File: src/tcp_defs.svh
// register indices, field positions, reset values and counts for the timer capture block
`ifndef TCP_DEFS_SVH
`define TCP_DEFS_SVH

// register indices: byte address on the bus is four times the index
`define TCP_IDX_CONFIG_A    8'h16
`define TCP_IDX_CONTROL_B   8'h17
`define TCP_IDX_CONFIG_C    8'h18
`define TCP_IDX_CAP1        8'h19
`define TCP_IDX_CAP2        8'h1A
`define TCP_IDX_CAP3        8'h1B
`define TCP_IDX_CAP4        8'h1C
`define TCP_IDX_TIMER_AB    8'h1D
`define TCP_IDX_TIMER_C     8'h1E
`define TCP_IDX_PERIOD_AB   8'h1F
`define TCP_IDX_EVENTS      8'h20

// timer_capture_config_a fields
`define TCP_A_CAP2_MODE_LSB 6
`define TCP_A_CAP1_MODE_LSB 4
`define TCP_A_CASCADE       3
`define TCP_A_SRC_C         2
`define TCP_A_SRC_B         1
`define TCP_A_SRC_A         0

// timer_capture_control_b fields
`define TCP_B_CAP2_OVF      7
`define TCP_B_CAP1_OVF      6
`define TCP_B_PWM_B_EN      5
`define TCP_B_PWM_A_EN      4
`define TCP_B_CAP1_SEL      3
`define TCP_B_RUN_C         2
`define TCP_B_RUN_B         1
`define TCP_B_RUN_A         0
`define TCP_B_WR_MASK       8'h3F

// capture_pwm_config_c fields
`define TCP_C_CAP4_OVF      6
`define TCP_C_CAP3_OVF      5
`define TCP_C_CAP4_MODE_LSB 3
`define TCP_C_CAP3_MODE_LSB 1
`define TCP_C_PWM_C_EN      0
`define TCP_C_WR_MASK       8'h1F

// event register: bits 3..0 capture flags, bit 4 timer_a rollover
`define TCP_EV_ROLL         4

// reset values
`define TCP_RST_BYTE        8'h00
`define TCP_RST_WORD        16'h0000

// prescale terminal counts for every 4th and every 16th rising edge
`define TCP_PRESCALE_4      4'h3
`define TCP_PRESCALE_16     4'hF

`endif

File: src/tcp_pkg.sv
// types shared by the timer capture block
package tcp_pkg;

	// capture edge mode field encodings
	typedef enum logic [1:0] {
		TCP_EDGE_FALL   = 2'h0,
		TCP_EDGE_RISE   = 2'h1,
		TCP_EDGE_RISE4  = 2'h2,
		TCP_EDGE_RISE16 = 2'h3
	} tcp_edge_type;

	// bus slave states, one-hot
	typedef enum logic [1:0] {
		TCP_BUS_IDLE = 2'b01,
		TCP_BUS_RESP = 2'b10
	} tcp_bus_state_type;

endpackage : tcp_pkg

File: src/tcp_top.sv
// timer, capture and pwm pin control with avalon-mm register access
//
// The Avalon-MM register port was decided locally.
`timescale 1ns/100ps
`include "tcp_defs.svh"

module tcp_top (
	input  wire logic        sys_clk,
	input  wire logic        rst,
	input  wire logic [7:0]  avs_address,
	input  wire logic        avs_read,
	input  wire logic        avs_write,
	input  wire logic [31:0] avs_writedata,
	input  wire logic [3:0]  avs_byteenable,
	output logic      [31:0] avs_readdata,
	output logic             avs_waitrequest,
	input  wire logic [3:0]  cap_pin,
	input  wire logic        shared_ext_clock_pin,
	input  wire logic        timer_c_ext_clock_pin,
	input  wire logic [2:0]  pwm_level,
	input  wire logic [1:0]  port_b_direction,
	input  wire logic        port_g_direction,
	input  wire logic [2:0]  port_latch,
	output logic      [2:0]  pwm_pin_out,
	output logic      [2:0]  pwm_pin_oe
);

	////////////////////////////////////////////////////////////////////////////////
	// registers and state

	tcp_pkg::tcp_bus_state_type bus_state;
	tcp_pkg::tcp_bus_state_type next_bus_state;
	logic [7:0]  config_a;
	logic [7:0]  control_b;
	logic [4:0]  config_c;
	logic [4:0]  events;
	logic [7:0]  timer_a;
	logic [7:0]  timer_b;
	logic [15:0] timer_c;
	logic [7:0]  period_a;
	logic [7:0]  period_b;
	logic [15:0] cap_val [4];
	logic [3:0]  cap_ovf;
	logic [3:0]  unread;
	logic [3:0]  low_seen;
	logic [3:0]  high_seen;
	logic [3:0]  pre_cnt [4];
	logic [5:0]  sync1;
	logic [5:0]  sync2;
	logic [5:0]  prev;
	logic [7:0]  next_timer_a;
	logic [7:0]  next_timer_b;
	logic [15:0] next_timer_c;
	logic        roll;
	logic [31:0] rd_mux;

	////////////////////////////////////////////////////////////////////////////////
	// bus decode: one wait cycle, then the answer

	wire req       = avs_read | avs_write;
	wire done      = bus_state == tcp_pkg::TCP_BUS_RESP;
	wire wr_take   = done & avs_write;
	wire rd_take   = done & avs_read;
	wire hit_a     = avs_address == `TCP_IDX_CONFIG_A;
	wire hit_b     = avs_address == `TCP_IDX_CONTROL_B;
	wire hit_c     = avs_address == `TCP_IDX_CONFIG_C;
	wire hit_tab   = avs_address == `TCP_IDX_TIMER_AB;
	wire hit_tc    = avs_address == `TCP_IDX_TIMER_C;
	wire hit_per   = avs_address == `TCP_IDX_PERIOD_AB;
	wire hit_ev    = avs_address == `TCP_IDX_EVENTS;
	wire wr_a      = wr_take & hit_a & avs_byteenable[0];
	wire wr_b      = wr_take & hit_b & avs_byteenable[0];
	wire wr_c      = wr_take & hit_c & avs_byteenable[0];
	wire wr_per_lo = wr_take & hit_per & avs_byteenable[0];
	wire wr_per_hi = wr_take & hit_per & avs_byteenable[1];
	wire wr_ev     = wr_take & hit_ev & avs_byteenable[0];

	assign avs_waitrequest = req & ~done;
	assign next_bus_state  = (req & ~done) ? tcp_pkg::TCP_BUS_RESP : tcp_pkg::TCP_BUS_IDLE;

	// bus state and read data; read data is latched in the wait cycle so it stands
	// at the edge where waitrequest is low
	always_ff @(posedge sys_clk or posedge rst) begin
		if (rst) begin
			bus_state    <= tcp_pkg::TCP_BUS_IDLE;
			avs_readdata <= 32'h00000000;
		end else begin
			bus_state <= next_bus_state;
			if (avs_read & ~done)
				avs_readdata <= rd_mux;
		end
	end

	////////////////////////////////////////////////////////////////////////////////
	// configuration fields

	wire        cascade  = config_a[`TCP_A_CASCADE];
	wire        cap1_sel = control_b[`TCP_B_CAP1_SEL];
	wire        run_a    = control_b[`TCP_B_RUN_A];
	wire        run_b    = control_b[`TCP_B_RUN_B];
	wire        run_c    = control_b[`TCP_B_RUN_C];
	wire [1:0]  cap_mode [4];
	wire [3:0]  mode_wr;
	wire [3:0]  cap_en;
	wire [7:0]  reg_b_value;
	wire [7:0]  reg_c_value;

	assign cap_mode[0] = config_a[`TCP_A_CAP1_MODE_LSB +: 2];
	assign cap_mode[1] = config_a[`TCP_A_CAP2_MODE_LSB +: 2];
	assign cap_mode[2] = config_c[`TCP_C_CAP3_MODE_LSB +: 2];
	assign cap_mode[3] = config_c[`TCP_C_CAP4_MODE_LSB +: 2];
	assign mode_wr     = {wr_c, wr_c, wr_a, wr_a};
	assign cap_en      = {3'h7, cap1_sel};

	// overflow flags read back in place; config_c bit 7 reads as zero
	assign reg_b_value = {cap_ovf[1], cap_ovf[0], control_b[5:0]};
	assign reg_c_value = {1'b0, cap_ovf[3], cap_ovf[2], config_c};

	// software-written fields; overflow bits are not writable here
	always_ff @(posedge sys_clk or posedge rst) begin
		if (rst) begin
			config_a  <= `TCP_RST_BYTE;
			control_b <= `TCP_RST_BYTE;
			config_c  <= 5'h00;
			period_a  <= `TCP_RST_BYTE;
			period_b  <= `TCP_RST_BYTE;
		end else begin
			if (wr_a)
				config_a <= avs_writedata[7:0];
			if (wr_b)
				control_b <= avs_writedata[7:0] & `TCP_B_WR_MASK;
			if (wr_c)
				config_c <= avs_writedata[4:0];
			if (wr_per_lo)
				period_a <= avs_writedata[7:0];
			if (wr_per_hi)
				period_b <= avs_writedata[15:8];
		end
	end

	////////////////////////////////////////////////////////////////////////////////
	// pin synchronisers: caps 3..0, shared clock pin 4, timer_c clock pin 5

	wire [5:0] pin_in = {timer_c_ext_clock_pin, shared_ext_clock_pin, cap_pin};
	wire [5:0] rise   = sync2 & ~prev;
	wire [5:0] fall   = prev & ~sync2;

	// sync1 feeds only sync2; edges come from sync2 against its own delayed copy
	always_ff @(posedge sys_clk or posedge rst) begin
		if (rst) begin
			sync1 <= 6'h00;
			sync2 <= 6'h00;
			prev  <= 6'h00;
		end else begin
			sync1 <= pin_in;
			sync2 <= sync1;
			prev  <= sync2;
		end
	end

	////////////////////////////////////////////////////////////////////////////////
	// capture channels

	wire [3:0] cap_event;
	wire [3:0] pair_done;

	genvar gi;
	generate
		for (gi = 0; gi < 4; gi = gi + 1) begin : g_cap
			wire [7:0] my_idx = `TCP_IDX_CAP1 + 8'(gi);
			wire       rd_hit = rd_take & (avs_address == my_idx);
			wire       wr_lo  = (gi == 0) & wr_take & (avs_address == my_idx) & avs_byteenable[0];
			wire       wr_hi  = (gi == 0) & wr_take & (avs_address == my_idx) & avs_byteenable[1];
			wire       lo_now = low_seen[gi] | (rd_hit & avs_byteenable[0]);
			wire       hi_now = high_seen[gi] | (rd_hit & avs_byteenable[1]);
			wire       pre_tc4  = pre_cnt[gi][1:0] == `TCP_PRESCALE_4;
			wire       pre_tc16 = pre_cnt[gi] == `TCP_PRESCALE_16;
			logic      hit;

			// edge mode decode
			always_comb begin
				case (cap_mode[gi])
					tcp_pkg::TCP_EDGE_FALL:  hit = fall[gi];
					tcp_pkg::TCP_EDGE_RISE:  hit = rise[gi];
					tcp_pkg::TCP_EDGE_RISE4: hit = rise[gi] & pre_tc4;
					default:                 hit = rise[gi] & pre_tc16;
				endcase
			end

			assign cap_event[gi] = hit & cap_en[gi] & ~mode_wr[gi];
			assign pair_done[gi] = lo_now & hi_now;

			// prescale counter; a mode write restarts it so a stale count never fires early
			always_ff @(posedge sys_clk or posedge rst) begin
				if (rst)
					pre_cnt[gi] <= 4'h0;
				else if (mode_wr[gi])
					pre_cnt[gi] <= 4'h0;
				else if (rise[gi] & cap_en[gi])
					pre_cnt[gi] <= pre_cnt[gi] + 4'h1;
			end

			// value, unread and overflow; an event in the read-completing cycle loads
			always_ff @(posedge sys_clk or posedge rst) begin
				if (rst) begin
					cap_val[gi]   <= `TCP_RST_WORD;
					unread[gi]    <= 1'b0;
					cap_ovf[gi]   <= 1'b0;
					low_seen[gi]  <= 1'b0;
					high_seen[gi] <= 1'b0;
				end else begin
					if (cap_event[gi] & unread[gi] & ~pair_done[gi]) begin
						cap_ovf[gi] <= 1'b1;
					end else if (cap_event[gi]) begin
						cap_val[gi] <= timer_c;
						unread[gi]  <= 1'b1;
						cap_ovf[gi] <= 1'b0;
					end else if (pair_done[gi]) begin
						unread[gi]  <= 1'b0;
						cap_ovf[gi] <= 1'b0;
					end
					if (wr_lo)
						cap_val[gi][7:0] <= avs_writedata[7:0];
					if (wr_hi)
						cap_val[gi][15:8] <= avs_writedata[15:8];
					low_seen[gi]  <= pair_done[gi] ? 1'b0 : lo_now;
					high_seen[gi] <= pair_done[gi] ? 1'b0 : hi_now;
				end
			end
		end
	endgenerate

	////////////////////////////////////////////////////////////////////////////////
	// timers

	wire tick_a = config_a[`TCP_A_SRC_A] ? fall[4] : 1'b1;
	wire tick_b = config_a[`TCP_A_SRC_B] ? fall[4] : 1'b1;
	wire tick_c = config_a[`TCP_A_SRC_C] ? fall[5] : 1'b1;
	wire per_hit_c = ~cap1_sel & (timer_c == cap_val[0]);

	// timer_a / timer_b: two 8-bit counters or one 16-bit pair
	always_comb begin
		next_timer_a = timer_a;
		next_timer_b = timer_b;
		roll         = 1'b0;
		if (cascade) begin
			if (run_a & tick_a) begin
				if ({timer_b, timer_a} == {period_b, period_a}) begin
					next_timer_a = 8'h00;
					next_timer_b = 8'h00;
					roll         = 1'b1;
				end else begin
					next_timer_a = timer_a + 8'h01;
					if ((timer_a == 8'hFF) & run_b)
						next_timer_b = timer_b + 8'h01;
				end
			end
		end else begin
			if (run_a & tick_a) begin
				if (timer_a == period_a) begin
					next_timer_a = 8'h00;
					roll         = 1'b1;
				end else begin
					next_timer_a = timer_a + 8'h01;
				end
			end
			if (run_b & tick_b) begin
				if (timer_b == period_b)
					next_timer_b = 8'h00;
				else
					next_timer_b = timer_b + 8'h01;
			end
		end
	end

	// timer_c runs free in capture mode, against the cap1 value in period mode
	assign next_timer_c = (run_c & tick_c) ? (per_hit_c ? 16'h0000 : timer_c + 16'h0001)
	                                       : timer_c;

	always_ff @(posedge sys_clk or posedge rst) begin
		if (rst) begin
			timer_a <= `TCP_RST_BYTE;
			timer_b <= `TCP_RST_BYTE;
			timer_c <= `TCP_RST_WORD;
		end else begin
			timer_a <= next_timer_a;
			timer_b <= next_timer_b;
			timer_c <= next_timer_c;
		end
	end

	////////////////////////////////////////////////////////////////////////////////
	// event flags: write one to clear, a new event wins over the clear

	wire [4:0] ev_set = {roll, cap_event};
	wire [4:0] ev_clr = wr_ev ? avs_writedata[4:0] : 5'h00;

	always_ff @(posedge sys_clk or posedge rst) begin
		if (rst)
			events <= 5'h00;
		else
			events <= (events & ~ev_clr) | ev_set;
	end

	////////////////////////////////////////////////////////////////////////////////
	// pwm pin ownership; a set pwm enable drives the pin, otherwise direction bit high releases it

	wire [2:0] pwm_en  = {config_c[`TCP_C_PWM_C_EN], control_b[`TCP_B_PWM_B_EN],
	                      control_b[`TCP_B_PWM_A_EN]};
	wire [2:0] dir_in  = {port_g_direction, port_b_direction};
	wire [2:0] next_oe = pwm_en | ~dir_in;
	wire [2:0] next_do = (pwm_en & pwm_level) | (~pwm_en & port_latch);

	// registered so the pins never glitch on a bus write
	always_ff @(posedge sys_clk or posedge rst) begin
		if (rst) begin
			pwm_pin_out <= 3'h0;
			pwm_pin_oe  <= 3'h0;
		end else begin
			pwm_pin_out <= next_do;
			pwm_pin_oe  <= next_oe;
		end
	end

	////////////////////////////////////////////////////////////////////////////////
	// read mux; unmapped addresses read zero

	always_comb begin
		rd_mux = 32'h00000000;
		if (hit_a)
			rd_mux = {24'h000000, config_a};
		else if (hit_b)
			rd_mux = {24'h000000, reg_b_value};
		else if (hit_c)
			rd_mux = {24'h000000, reg_c_value};
		else if (avs_address == `TCP_IDX_CAP1)
			rd_mux = {16'h0000, cap_val[0]};
		else if (avs_address == `TCP_IDX_CAP2)
			rd_mux = {16'h0000, cap_val[1]};
		else if (avs_address == `TCP_IDX_CAP3)
			rd_mux = {16'h0000, cap_val[2]};
		else if (avs_address == `TCP_IDX_CAP4)
			rd_mux = {16'h0000, cap_val[3]};
		else if (hit_tab)
			rd_mux = {16'h0000, timer_b, timer_a};
		else if (hit_tc)
			rd_mux = {16'h0000, timer_c};
		else if (hit_per)
			rd_mux = {16'h0000, period_b, period_a};
		else if (hit_ev)
			rd_mux = {27'h0000000, events};
	end
endmodule : tcp_top

File: config.mk
export PLATFORM = sky130hd
export DESIGN_NAME = tcp_top
export DESIGN_NICKNAME = d
export VERILOG_FILES = /design/src/tcp_pkg.sv /design/src/tcp_top.sv
export VERILOG_INCLUDE_DIRS = /design/src /design/src/src
export SDC_FILE = /design/constraint.sdc
export NUM_CORES = 1
export LEC_CHECK = 0
export ABC_CLOCK_PERIOD_IN_PS = 8000
export BUFFER_PORTS_ARGS = -buffer_cell sky130_fd_sc_hd__buf_2
export CORE_MARGIN = 2
export CORE_UTILIZATION = 35
export CTS_BUF_LIST = sky130_fd_sc_hd__clkbuf_4
export DETAILED_ROUTE_END_ITERATION = 16
export PLACE_DENSITY_LB_ADDON = 0.25
export SLEW_MARGIN = 20
export SYNTH_ARGS = -nofsm -noshare
export SYNTH_HDL_FRONTEND = slang
export SYNTH_SLANG_ARGS = --single-unit
File: constraint.sdc
create_clock -name sys_clk -period 8 [get_ports sys_clk]
set_input_delay 1.6 -clock sys_clk [delete_from_list [all_inputs] [get_ports sys_clk]]
set_output_delay 1.6 -clock sys_clk [all_outputs]
set_load 0.02 [all_outputs]
# == After elaboration in Yosys (flattened, before gate mapping) ==
# Cells that the tools add are included.
# op_classes
n_eq_ne,37
reduce_logical,29
n_mux,73
n_bitwise,95
addsub,7
# ops
op,n
32-bit two-way mux,6
16-bit two-way mux,7
8-bit two-way mux,13
"8-bit by 5-bit equality test with 1-bit output, second input constant",10
1-bit AND,61
16-bit equality test,2
1-bit two-way mux,32
4-bit two-way mux,8
2-bit nonzero test,11
"2-bit equality test, second input constant",9
2-bit AND reduction,9
"16-bit by 1-bit adder with 16-bit output, second input constant",1
"4-bit by 1-bit adder with 4-bit output, second input constant",4
"8-bit by 1-bit adder with 8-bit output, second input constant",2
"4-bit equality test, second input constant",4
8-bit equality test,2
1-bit NOT,12
1-bit case mux with 3 select lines,4
3-bit nonzero test,4
5-bit two-way mux,2
1-bit OR,9
"2-bit by 1-bit equality test with 1-bit output, second input constant",4
"8-bit by 6-bit equality test with 1-bit output, second input constant",1
"8-bit equality test, second input constant",1
16 further kinds,23
# totals
input_bits,63
ff_bits,226
wordCells,282

# == Longest topological paths before layout ==
# Gate-level depths: netlist of the first run.
# logic_depth
word_depth,12
ltp_mapped,10
depth_no_buf,7

# == Least setup slack after synthesis of the first run ==
# Ideal clock, no wire load.
# synth_timing
path_type,input-to-output
startpoint,input port avs_write
endpoint,output port avs_waitrequest
t_arrival_ns,1.932
required_time_ns,6.400
path_buffers,0
cell_stages,2
slack_ns,4.468
path_cell_list,o21ai_0 -> inv_1
# synth_between
elab_chain_cells,2
# synth_lines
element,line_no,text
"start, declared",tcp_top.sv:12,"input wire logic avs_write,"
1-bit OR,tcp_top.sv:60,wire req = avs_read | avs_write;
1-bit AND,tcp_top.sv:78,assign avs_waitrequest = req & ~done;
"end, declared",tcp_top.sv:16,"output logic avs_waitrequest,"
# Every way passes these cells.

# == Worst setup path in the final report of the first run ==
# layout_timing
startpoint,input port avs_address[1]
endpoint,register cap_val[46] (netlist bit)
# layout_between
elab_chain_cells,9
elab_cells_between_ends,17
cone_classes,eq/ne (2); bitwise (14); reduce/logical (1)
# layout_lines
element,line_no,text
"start, declared",tcp_top.sv:10,"input wire logic [7:0] avs_address,"
"8-bit by 5-bit equality test with 1-bit output, on equally long branches",n/a,
"1-bit AND, on equally long branches","tcp_top.sv:71, tcp_top.sv:171",
"1-bit AND, on equally long branches","tcp_top.sv:71, tcp_top.sv:174, tcp_top.sv:175",
1-bit NOT (tied with other cells),tcp_top.sv:190,assign cap_event[gi] = hit & cap_en[gi] & ~mode_wr[gi];
"1-bit AND, on equally long branches","tcp_top.sv:190, tcp_top.sv:191",
1-bit AND or 1-bit NOT (tied branches),tcp_top.sv:212,if (cap_event[gi] & unread[gi] & ~pair_done[gi]) begin
1-bit AND,tcp_top.sv:212,
1-bit NOT (no source line),n/a,
2-bit AND reduction (no source line) *,n/a,
"end signal, assigned by index",tcp_top.sv:215,cap_val[gi] <= timer_c;
"end signal, assigned by index",tcp_top.sv:223,cap_val[gi][7:0] <= avs_writedata[7:0];
"end signal, assigned by index",tcp_top.sv:225,cap_val[gi][15:8] <= avs_writedata[15:8];
"end, declared",tcp_top.sv:42,logic [15:0] cap_val [4];
# Every way passes the cells marked *; elsewhere a longest branch is shown, timed or not.
# A chain may end at the register's enable or synchronous reset.

==> summary.txt, run 1 <==
FINISH
-----------------------------------------------------------------------------------------------
Fraction of final layout cells sized beyond drive strength 1                              24.4%
Area delta synth->final                                                                   12.7%
Top library cells by usage in the layout, fill and taps aside                      dfrtp_1 (209), nand2_1 (115), nor2_1 (91)
Layout net count                                                                           1169
Most common cell after layout, fill and taps aside                                      dfrtp_1
Non-filler instance count after layout                                                     1535

YOSYS
-----------------------------------------------------------------------------------------------
Average cell area after synthesis                                                    10.5 sq um
Dominant cells by area after synthesis                                             dfrtp_1 (49%), mux2_2 (8.0%), nand2_1 (4.1%), nor2_1 (3.2%), xor2_1 (2.3%)
Synthesized-area fraction occupied by adder cells                                        0.823%
Dominant register cell in the synthesized netlist                                       dfrtp_1
Cell type with the largest total area after synthesis                                   dfrtp_1
Top-area cell type share of the netlist area                                              49.1%
Number of synthesis warnings                                                                  0
Synth Instances                                                                            1016
Share of the yosys chip area belonging to registers                                       49.4%
Area share of xor/xnor cells in the synthesized design                                    4.52%
Number of enable flip-flop cells after synthesis                                              0
Yosys reg bits                                                                              210
Cell variety after synth                                                                     78
Compound-cell area share of the yosys netlist                                             12.7%
Combinational family with the most area after synthesis                            simple AND/OR/NAND/NOR gates
Multiplexer share of the synthesized area                                                 11.7%
Simple-gate portion of the synthesized area                                               16.6%
Cell area after technology mapping                                                  10600 sq um
Proportion of synthesized flip-flops having asynchronous set or reset                      100%

GRT
-----------------------------------------------------------------------------------------------
GRT overflow                                                                                  0
Global routing usage summed across all routing layers                                     19.2%
Initial antenna violation count                                                               1
Global-route wire length before repair                                                 47000 um
Via count of the first global-routing pass                                                 8232
Largest net degree at the start of global routing                                           135

DRT
-----------------------------------------------------------------------------------------------
DRC violation count after routing                                                             0
DR vias/cell                                                                               5.34
Average wire per standard cell                                                          19.3 um
Routed Wire Length                                                                     29700 um
First-pass DRT Iterations                                                                     5
Detailed router's first-iteration violation count                                           512
Remaining antenna violation count                                                             0
Via count                                                                                  8195

TIMING
-----------------------------------------------------------------------------------------------
Number of pins with negative max-slew slack in the final report                               0
Slew at the pin closest to its max-slew limit                                           1060 ps
Largest clock skew in the final design                                                  76.2 ps
Max Clock Freq                                                                        0.237 GHz
Worst hold slack                                                                         347 ps
Count of endpoints failing hold in the final timing report                                    0
Total Neg Setup Slack                                                                      0 ps
Final critical delay including setup and external delays                                4220 ps
Period utilization                                                                        52.7%
Final setup violation count                                                                   0
Relative slew slack                                                                       28.9%
Setup repair after global routing missed its margin                                       false

CRITICAL PATH
-----------------------------------------------------------------------------------------------
Worst path required time                                                                8530 ps
Worst reg2reg path depth                                                                      5
Sort of element at the start of the critical path                                     input pin
Origin of the critical flop-to-flop path                                           bus_state[0]
Launching element of the worst setup path                                          avs_address[1]
Arrival time of data at the critical path endpoint                                      4750 ps
Critical path capture point type                                                           flop
FF-to-FF End                                                                        cap_val[46]
Worst reg-to-reg setup slack                                                            5350 ps
Kind of critical path                                                                    in2reg
Highest fanout seen on the critical path                                                     34

CLOCKING
-----------------------------------------------------------------------------------------------
CTS sink cnt                                                                                210
Quantity of gates resized following cts                                                       0
Bufs on Longest Clock Path                                                                    3
Hold-fix buffer count after cts                                                               0
Number of buffers created by CTS                                                             59
Insertion delay to the later sink of the worst-skew pair                                 720 ps
Clock input transition at the sequential cells of the worst setup and hold paths          60 ps
Post-CTS Repair Setup Buffers                                                                 0
Clock root buffer                                                                      clkbuf_4
TritonCTS clock tree                                                                       done
CTS HTree Levels                                                                              2

FLOORPLAN
-----------------------------------------------------------------------------------------------
Io pins                                                                                     102
Die Area                                                                            31800 sq um
Core Rows                                                                                    63
Die outline height                                                                       178 um
Placeable core region                                                               29800 sq um
Starting density of the core                                                              35.7%
Width of the die                                                                         178 um

POWER
-----------------------------------------------------------------------------------------------
IR Drop Worst-Case VDD                                                                   128 uV
Static Leakage                                                                          5.63 nW
Power per unit of standard cell area                                                200 nW/um^2

PLACE
-----------------------------------------------------------------------------------------------
Sum of net half-perimeters after detailed placement                                    20800 um
Routability congestion estimate from global placement                                     0.897
Instance count after placement with tap cells included                                     1427
Port Buffer Count                                                                            67

JOB
-----------------------------------------------------------------------------------------------
Max-capacitance violation count                                                               0

MIN PATH
-----------------------------------------------------------------------------------------------
Hold endpoint                                                                          sync2[1]
Worst min path class                                                                    reg2reg
Hold Path Depth                                                                               0
Hold path start                                                                        sync1[1]

OUTCOME
-----------------------------------------------------------------------------------------------
Run status                                                                         finished clean

[synthesized netlist by cell type, types with 4 or more instances]
library cell  instances
mux4_2                4
buf_1                 6
xnor2_1              27
o31ai_1               4
ha_1                  7
xor2_1               28
buf_4                20
o21bai_1              5
o22ai_1               6
dfrtp_1             209
a211o_1               4
nand2_1             115
mux2_4               10
clkbuf_1             26
a22oi_1               9
buf_6                 6
a221oi_1              8
and2_1                4
nor2_1               91
nand4_1               9
nand2b_1              9
nor3_1               12
o21ai_0              48
nor4_1                9
a21o_1                8
buf_2                12
a22o_1               15
inv_1                14
a32o_1                4
o21ai_1               6
nor4b_1               6
or3_1                 5
and4b_1               4
a31oi_1              23
mux2i_1              15
a21oi_1              41
o221ai_1              4
and3_1               10
nor2b_1              23
mux2_2               76
nand3_1              22
[cells by family (layout without fill, tap and decap cells)]
| kind of cell | count (synthesis) | after routing |
|---|---|---|
| DFF | 210 | 210 |
| muxes | 105 | 105 |
| AOI/OAI and AO/OA | 206 | 206 |
| other | 1 | 17 |
| and+or+nand+nor | 347 | 347 |
| adders and majority gates | 7 | 7 |
| xor gates and xnor gates | 55 | 55 |
| buffers and inverters | 85 | 198 |
[layer usage]
metal / vias up / global-route usage [%] / share of wire, %
met5: - / 0 / 0
met1: 4072 / 26.1 / 46
met4: 0 / 7.62 / 3.1
met3: 64 / 3.58 / 5.4
li1: 3807 / - / -
met2: 252 / 30.1 / 46
[worst max-delay path by stage]
| stage | end | slack [ps] | cells past startpoint |
|---|---|---|---|
| 2_1_floorplan | avs_readdata[0] | 660 | 1 |
| 3_3_place_gp | cap_val[46] | 3180 | 7 |
| 3_5_place_dp | cap_val[42] | 3180 | 7 |
| 4_1_cts | cap_val[46] | 3870 | 7 |
| 5_1_grt | cap_val[46] | 3660 | 7 |
| 6_report | cap_val[46] | 3780 | 7 |
[flip-flops by register name (all words and copies together) (netlist names), 6 cells and up]
signal / flops
avs_readdata: 16
config_a: 8
sync2: 6
timer_b: 8
period_b: 8
period_a: 8
control_b: 6
sync1: 6
cap_val: 64
prev: 6
pre_cnt: 16
timer_c: 16
timer_a: 8
[metrics by stage]
step           utilization, %  worst slack [ps]  instance area [sq um]  power [W]
2_1_floorplan               -               664                  10700    0.00137
3_3_place_gp             37.7              3180                  11200    0.00145
3_5_place_dp             37.7              3180                  11200    0.00145
4_1_cts                  40.2              3870                  12000    0.00243
5_1_grt                  40.3              3660                  12000    0.00254
6_report                 40.3              3780                  12000    0.00240
[worst max-delay path, stage by stage]
cell     delay [ps]
buf_2           600
nor4b_4         620
nand2_1         140
nor2_1          730
nor2_1          280
nand2_4         360
mux2_2          380
[cell type report]
class / count / area, sq um
timing repair buffer: 77 / 430
clock inverter: 17 / 72.6
fill: 2996 / 17800
antenna: 1 / 2.50
inverter: 15 / 63.8
clock buffer: 89 / 668
sequential: 210 / 5260
tap: 390 / 488
multi-input combinational: 736 / 5010
[power by group]
part,total [W],internal [W],switching [W]
Sequential,0.00118,0.00113,0.0000526
Combinational,0.000252,0.0000916,0.000160
Clock,0.000967,0.000506,0.000462
Total,0.00240,0.00173,0.000675
Power figures use the tool's default switching activity.
==> inputs of run 2 (changes only) <==
--- a/config.mk
+++ b/config.mk
@@ -6,7 +6,7 @@
 export SDC_FILE = /design/constraint.sdc
 export NUM_CORES = 1
 export LEC_CHECK = 0
-export ABC_CLOCK_PERIOD_IN_PS = 8000
+export ABC_CLOCK_PERIOD_IN_PS = 3690
 export BUFFER_PORTS_ARGS = -buffer_cell sky130_fd_sc_hd__buf_2
 export CORE_MARGIN = 2
 export CORE_UTILIZATION = 35
==> constraint.sdc (replaced) <==
create_clock -name sys_clk -period 3.69 [get_ports sys_clk]
set_input_delay 0.738 -clock sys_clk [delete_from_list [all_inputs] [get_ports sys_clk]]
set_output_delay 0.738 -clock sys_clk [all_outputs]
set_load 0.02 [all_outputs]
==> run 2 against run 1 <==
Against the previous run: die area is the same; critical path depth decreased by 3; highest routed layer unchanged; sequential share of layout area shrank 0.38 points; critical path type is now reg2out; wire length rose by 0.95%; final cell count increased by 0.85%; power grew 110%; clock power is 110% higher; final area increased by 0.88%.
==> summary.txt, run 2 (synthesis gave the netlist of run 1 again) <==
OUTCOME
-----------------------------------------------------------------------------------------------
Run status                                                                         finished clean

TIMING
-----------------------------------------------------------------------------------------------
Max Clock Freq                                                                        0.394 GHz
Slew at the pin closest to its max-slew limit                                            949 ps
Total Neg Setup Slack                                                                      0 ps
Setup repair after global routing missed its margin                                       false
Period utilization                                                                        68.8%
Final critical delay including setup and external delays                                2540 ps
Number of pins with negative max-slew slack in the final report                               0
Largest clock skew in the final design                                                  55.1 ps
Relative slew slack                                                                       36.7%
Count of endpoints failing hold in the final timing report                                    0
Final setup violation count                                                                   0

CRITICAL PATH
-----------------------------------------------------------------------------------------------
Worst reg2reg path depth                                                                      6
Worst path required time                                                                2950 ps
Origin of the critical flop-to-flop path                                             timer_b[2]
Worst reg-to-reg setup slack                                                            1240 ps
Sort of element at the start of the critical path                                          flop
Critical path capture point type                                                   primary output
Arrival time of data at the critical path endpoint                                      1800 ps
FF-to-FF End                                                                         timer_b[6]
Kind of critical path                                                                   reg2out
Highest fanout seen on the critical path                                                      5

GRT
-----------------------------------------------------------------------------------------------
Initial antenna violation count                                                               1
Global routing usage summed across all routing layers                                     19.3%
GRT overflow                                                                                  0
Via count of the first global-routing pass                                                 8125
Largest net degree at the start of global routing                                           137
Global-route wire length before repair                                                 47100 um

JOB
-----------------------------------------------------------------------------------------------
Max-capacitance violation count                                                               0

DRT
-----------------------------------------------------------------------------------------------
Routed Wire Length                                                                     30000 um
Via count                                                                                  8233
First-pass DRT Iterations                                                                     6
Detailed router's first-iteration violation count                                           549
DR vias/cell                                                                               5.32
DRC violation count after routing                                                             0
Remaining antenna violation count                                                             0
Average wire per standard cell                                                          19.4 um

CLOCKING
-----------------------------------------------------------------------------------------------
CTS sink cnt                                                                                210
TritonCTS clock tree                                                                       done
Clock root buffer                                                                      clkbuf_4
Hold-fix buffer count after cts                                                               0
Bufs on Longest Clock Path                                                                    3
Insertion delay to the later sink of the worst-skew pair                                 700 ps
Number of buffers created by CTS                                                             59
Quantity of gates resized following cts                                                       0
CTS HTree Levels                                                                              2
Post-CTS Repair Setup Buffers                                                                 0
Clock input transition at the sequential cells of the worst setup and hold paths          60 ps

FLOORPLAN
-----------------------------------------------------------------------------------------------
Core Rows                                                                                    63
Io pins                                                                                     102
Starting density of the core                                                              35.7%
Die outline height                                                                       178 um
Placeable core region                                                               29800 sq um
Die Area                                                                            31800 sq um
Width of the die                                                                         178 um

FINISH
-----------------------------------------------------------------------------------------------
Non-filler instance count after layout                                                     1548
Multi-input logic area                                                               5010 sq um
Register containing the most flip-flops in the final layout                             cap_val
Area delta synth->final                                                                   13.7%
Post-layout instance area                                                           12100 sq um
Most common cell after layout, fill and taps aside                                      dfrtp_1
Sequential cell area                                                                 5260 sq um
Number of flip-flops in the largest register                                                 64
Top library cells by usage in the layout, fill and taps aside                      dfrtp_1 (209), nand2_1 (115), nor2_1 (91)
Final-layout fill cell count                                                               2987
Layout net count                                                                           1190
Fraction of final layout cells sized beyond drive strength 1                              25.5%

PLACE
-----------------------------------------------------------------------------------------------
Post-detailed-placement cell area                                                   11400 sq um
Instance count after placement with tap cells included                                     1449
Routability congestion estimate from global placement                                     0.937
Sum of net half-perimeters after detailed placement                                    21300 um
Port Buffer Count                                                                            67

POWER
-----------------------------------------------------------------------------------------------
IR Drop Worst-Case VDD                                                                   179 uV
Power per unit of standard cell area                                                424 nW/um^2
Static Leakage                                                                          5.70 nW

MIN PATH
-----------------------------------------------------------------------------------------------
Worst min path class                                                                   in2async

==> run 2: cell count changes in the layout (fill, tap and decap cells not counted), sizes merged <==
cell / change
buf: +21
clkinvlp: +2
inv: -1
clkinv: -3
clkbuf: -6
==> run 2: cell type report <==
class                           count  share of cell area [%]
Antenna cell                        1                  0.0207
Multi-Input combinational cell    736                    41.4
Tap cell                          390                    4.03
Sequential cell                   210                    43.4
Inverter                           15                   0.496
Clock inverter                     15                   0.527
Clock buffer                       83                    5.15
Timing Repair Buffer               98                    4.90
==> run 2: through the flow <==
| stage | utilization [%] | hold WS [ps] | total power [W] | setup slack (ps) |
|---|---|---|---|---|
| 2_1_floorplan | - | 331 | 0.00298 | 225 |
| 6_report | 40.6 | 147 | 0.00513 | 1150 |
| 5_1_grt | 40.6 | 96.1 | 0.00542 | 1040 |
| 3_3_place_gp | 38.3 | 333 | 0.00315 | 620 |
| 3_5_place_dp | 38.3 | 336 | 0.00317 | 605 |
| 4_1_cts | 40.6 | 101 | 0.00520 | 1120 |
==> run 2: critical path, stage by stage (launching register included) <==
cell and delay (ps):
dfstp_2 540, nand2b_1 160, o21ai_0 140, inv_1 100, buf_2 170
==> run 2: power by group <==
part / total (W) / switching (W) / leakage (nW) / internal [W]
Sequential: 0.00257 / 0.000118 / 2.76 / 0.00245
Clock: 0.00201 / 0.000988 / 0.405 / 0.00102
Combinational: 0.000553 / 0.000349 / 2.53 / 0.000204
==> run 2: routing by layer <==
layer | GRT usage [%] | share of wire (%)
met1 | 26.1 | 44
met2 | 31.3 | 47
met3 | 3.58 | 6.0
met4 | 6.23 | 2.7
met5 | 0 | 0
==> run 2: worst max path at each step <==
stage	cells after the start	slack, ps	from	end
CTS	4	1120	bus_state[0]	avs_waitrequest
finish	4	1150	bus_state[0]	avs_waitrequest
global route	6	1040	timer_a[6]	timer_b[7]
detailed placement	7	600	avs_address[0]	cap_val[37]
global placement	7	620	avs_address[0]	cap_val[33]
floorplan	1	220	rst	avs_readdata[0]
==> inputs of run 3 (changes only) <==
--- a/config.mk
+++ b/config.mk
@@ -6,7 +6,7 @@
 export SDC_FILE = /design/constraint.sdc
 export NUM_CORES = 1
 export LEC_CHECK = 0
-export ABC_CLOCK_PERIOD_IN_PS = 3690
+export ABC_CLOCK_PERIOD_IN_PS = 2600
 export BUFFER_PORTS_ARGS = -buffer_cell sky130_fd_sc_hd__buf_2
 export CORE_MARGIN = 2
 export CORE_UTILIZATION = 35
==> constraint.sdc (replaced) <==
create_clock -name sys_clk -period 2.6 [get_ports sys_clk]
set_input_delay 0.52 -clock sys_clk [delete_from_list [all_inputs] [get_ports sys_clk]]
set_output_delay 0.52 -clock sys_clk [all_outputs]
set_load 0.02 [all_outputs]
==> run 3 against run 2 <==
Against the previous run: power is 47% higher; via count is 2.2% higher; wire length is 1.4% higher; final cell count is 4.1% higher; utilization is 2.0 points higher; setup slack worse by 880 ps; die area stayed put; hold slack worse by 82 ps; critical path type unchanged; highest routed layer unchanged.
==> summary.txt, run 3 (synthesis gave the netlist of run 1 again) <==
OUTCOME
-----------------------------------------------------------------------------------------------
Run status                                                                         finished clean

CLOCKING
-----------------------------------------------------------------------------------------------
CTS sink cnt                                                                                210
Bufs on Longest Clock Path                                                                    3
TritonCTS clock tree                                                                       done
Post-CTS Repair Setup Buffers                                                                 0
Clock root buffer                                                                      clkbuf_4
Insertion delay to the later sink of the worst-skew pair                                 710 ps
Number of buffers created by CTS                                                             57
Clock input transition at the sequential cells of the worst setup and hold paths          60 ps
CTS HTree Levels                                                                              2

POWER
-----------------------------------------------------------------------------------------------
Total power draw                                                                      0.00752 W
IR Drop Worst-Case VDD                                                                   335 uV
Power per unit of standard cell area                                                592 nW/um^2
Static Leakage                                                                          6.05 nW

FINISH
-----------------------------------------------------------------------------------------------
Multi-input logic area                                                               5010 sq um
Register containing the most flip-flops in the final layout                             cap_val
Most common cell after layout, fill and taps aside                                      dfrtp_1
Fraction of final layout cells sized beyond drive strength 1                              28.4%
Final-layout fill cell count                                                               2920
Area delta synth->final                                                                   19.4%
Sequential cell area                                                                 5260 sq um
Number of flip-flops in the largest register                                                 64
Top library cells by usage in the layout, fill and taps aside                      dfrtp_1 (209), nand2_1 (115), nor2_1 (91)
Non-filler instance count after layout                                                     1611
Layout net count                                                                           1248

MIN PATH
-----------------------------------------------------------------------------------------------
Worst min path class                                                                     in2reg

FLOORPLAN
-----------------------------------------------------------------------------------------------
Die Area                                                                            31800 sq um
Starting density of the core                                                              35.7%
Io pins                                                                                     102
Die outline height                                                                       178 um
Core Rows                                                                                    63
Placeable core region                                                               29800 sq um
Width of the die                                                                         178 um

PLACE
-----------------------------------------------------------------------------------------------
Routability congestion estimate from global placement                                     0.887
Port Buffer Count                                                                            67
Instance count after placement with tap cells included                                     1494
Sum of net half-perimeters after detailed placement                                    22400 um

TIMING
-----------------------------------------------------------------------------------------------
Slew at the pin closest to its max-slew limit                                            499 ps
Count of endpoints failing hold in the final timing report                                    0
Period utilization                                                                        89.4%
Worst hold slack                                                                        65.0 ps
Number of pins with negative max-slew slack in the final report                               0
Final critical delay including setup and external delays                                2330 ps
Max Clock Freq                                                                        0.430 GHz
Total Neg Setup Slack                                                                      0 ps
Setup repair after global routing missed its margin                                       false
Relative slew slack                                                                       66.6%
Final setup violation count                                                                   0
Largest clock skew in the final design                                                  62.3 ps

GRT
-----------------------------------------------------------------------------------------------
Largest net degree at the start of global routing                                            72
Global-route wire length before repair                                                 48200 um
GRT overflow                                                                                  0
Initial antenna violation count                                                               1
Global routing usage summed across all routing layers                                     19.8%
Via count of the first global-routing pass                                                 8429

DRT
-----------------------------------------------------------------------------------------------
Routed Wire Length                                                                     30400 um
First-pass DRT Iterations                                                                     5
Remaining antenna violation count                                                             0
DR vias/cell                                                                               5.23
Via count                                                                                  8418
Detailed router's first-iteration violation count                                           480
DRC violation count after routing                                                             0
Average wire per standard cell                                                          18.9 um

CRITICAL PATH
-----------------------------------------------------------------------------------------------
Kind of cell adding the most delay to the critical path                              flip-flops
Sort of element at the start of the critical path                                          flop
Critical path capture point type                                                   primary output
Highest fanout seen on the critical path                                                      5
Number of buffers and inverters on the critical path                                          2
Arrival time of data at the critical path endpoint                                      1810 ps
Kind of critical path                                                                   reg2out
Worst path required time                                                                2080 ps
Crit path largest cell delay                                                             540 ps
Cell type of the slowest stage on the worst timing path                                 dfstp_2
Cells along the critical path                                                      nand2b_1 -> o21ai_0 -> inv_1 -> buf_2

JOB
-----------------------------------------------------------------------------------------------
Max-capacitance violation count                                                               0

run 3: cell types whose count changed in the layout (fill, tap and decap cells not counted):
cell           previous run  this run
clkbuf_4                 83        87
buf_4                    29        69
inv_2                     1         0
buf_12                    2         7
clkinvlp_4                3         2
clkinv_1                 13        10
bufinv_16                 0         1
dlygate4sd3_1             0        15
clkinv_4                  0         1
clkinv_2                  0         2
run 3: worst register-to-register path: stages, from the launching register on:
cell,delay [ps]
dfrtp_1,360
nor2b_1,360
nand2_1,150
a211oi_1,450
o21a_1,270
nand2_2,80
buf_12,160
mux2_2,290
run 3: per-stage QoR:
stage / util, % / cell area [sq um] / worst slack (ps)
detailed placement: 39.6 / 11800 / 83.4
CTS: 42.6 / 12700 / 230
global route: 42.7 / 12700 / 77.4
finish: 42.7 / 12700 / 275
floorplan: - / 10700 / -647
global placement: 39.6 / 11800 / 138
run 3: where the power goes:
group          internal, W  total, W  switching [W]
clock              0.00162   0.00304        0.00142
sequential         0.00347   0.00363       0.000158
combinational     0.000335  0.000843       0.000508
run 3: layer usage:
layer,share of wire [%],vias up,routed length (um),GRT usage (%)
li1,-,3954,-,-
met1,45,4213,13600,26.4
met2,48,194,14600,32.9
met3,4.7,57,1430,3.11
met4,2.4,0,731,6.23
met5,0,-,0,0
run 3: layout make-up:
class,instances,area share (%)
Sequential cell,210,41.4
Multi-Input combinational cell,736,39.5
Timing Repair Buffer,158,9.00
Clock buffer,87,5.14
Tap cell,390,3.84
Clock inverter,14,0.709
Inverter,15,0.473
Antenna cell,1,0.0197
run 3: path summary, 6_finish.rpt:
check / from / to / slack [ps] / cells past startpoint
min in group asynchronous: rst / config_c[0] / 320 / 3
max: bus_state[0] / avs_waitrequest / 270 / 4
max reg2reg: sync2[3] / cap_val[6] / 320 / 7
min reg2reg: sync1[2] / sync2[2] / 340 / 0
min: pwm_level[2] / pwm_pin_out[2] / 60 / 2
max in group asynchronous: rst / timer_c[13] / 1570 / 4
run 3: what timing repair did:
item | CTS | global route
hold endpoints to repair | 15 | 0
gates resized for setup | 0 | 0
hold buffers | 15 | 0
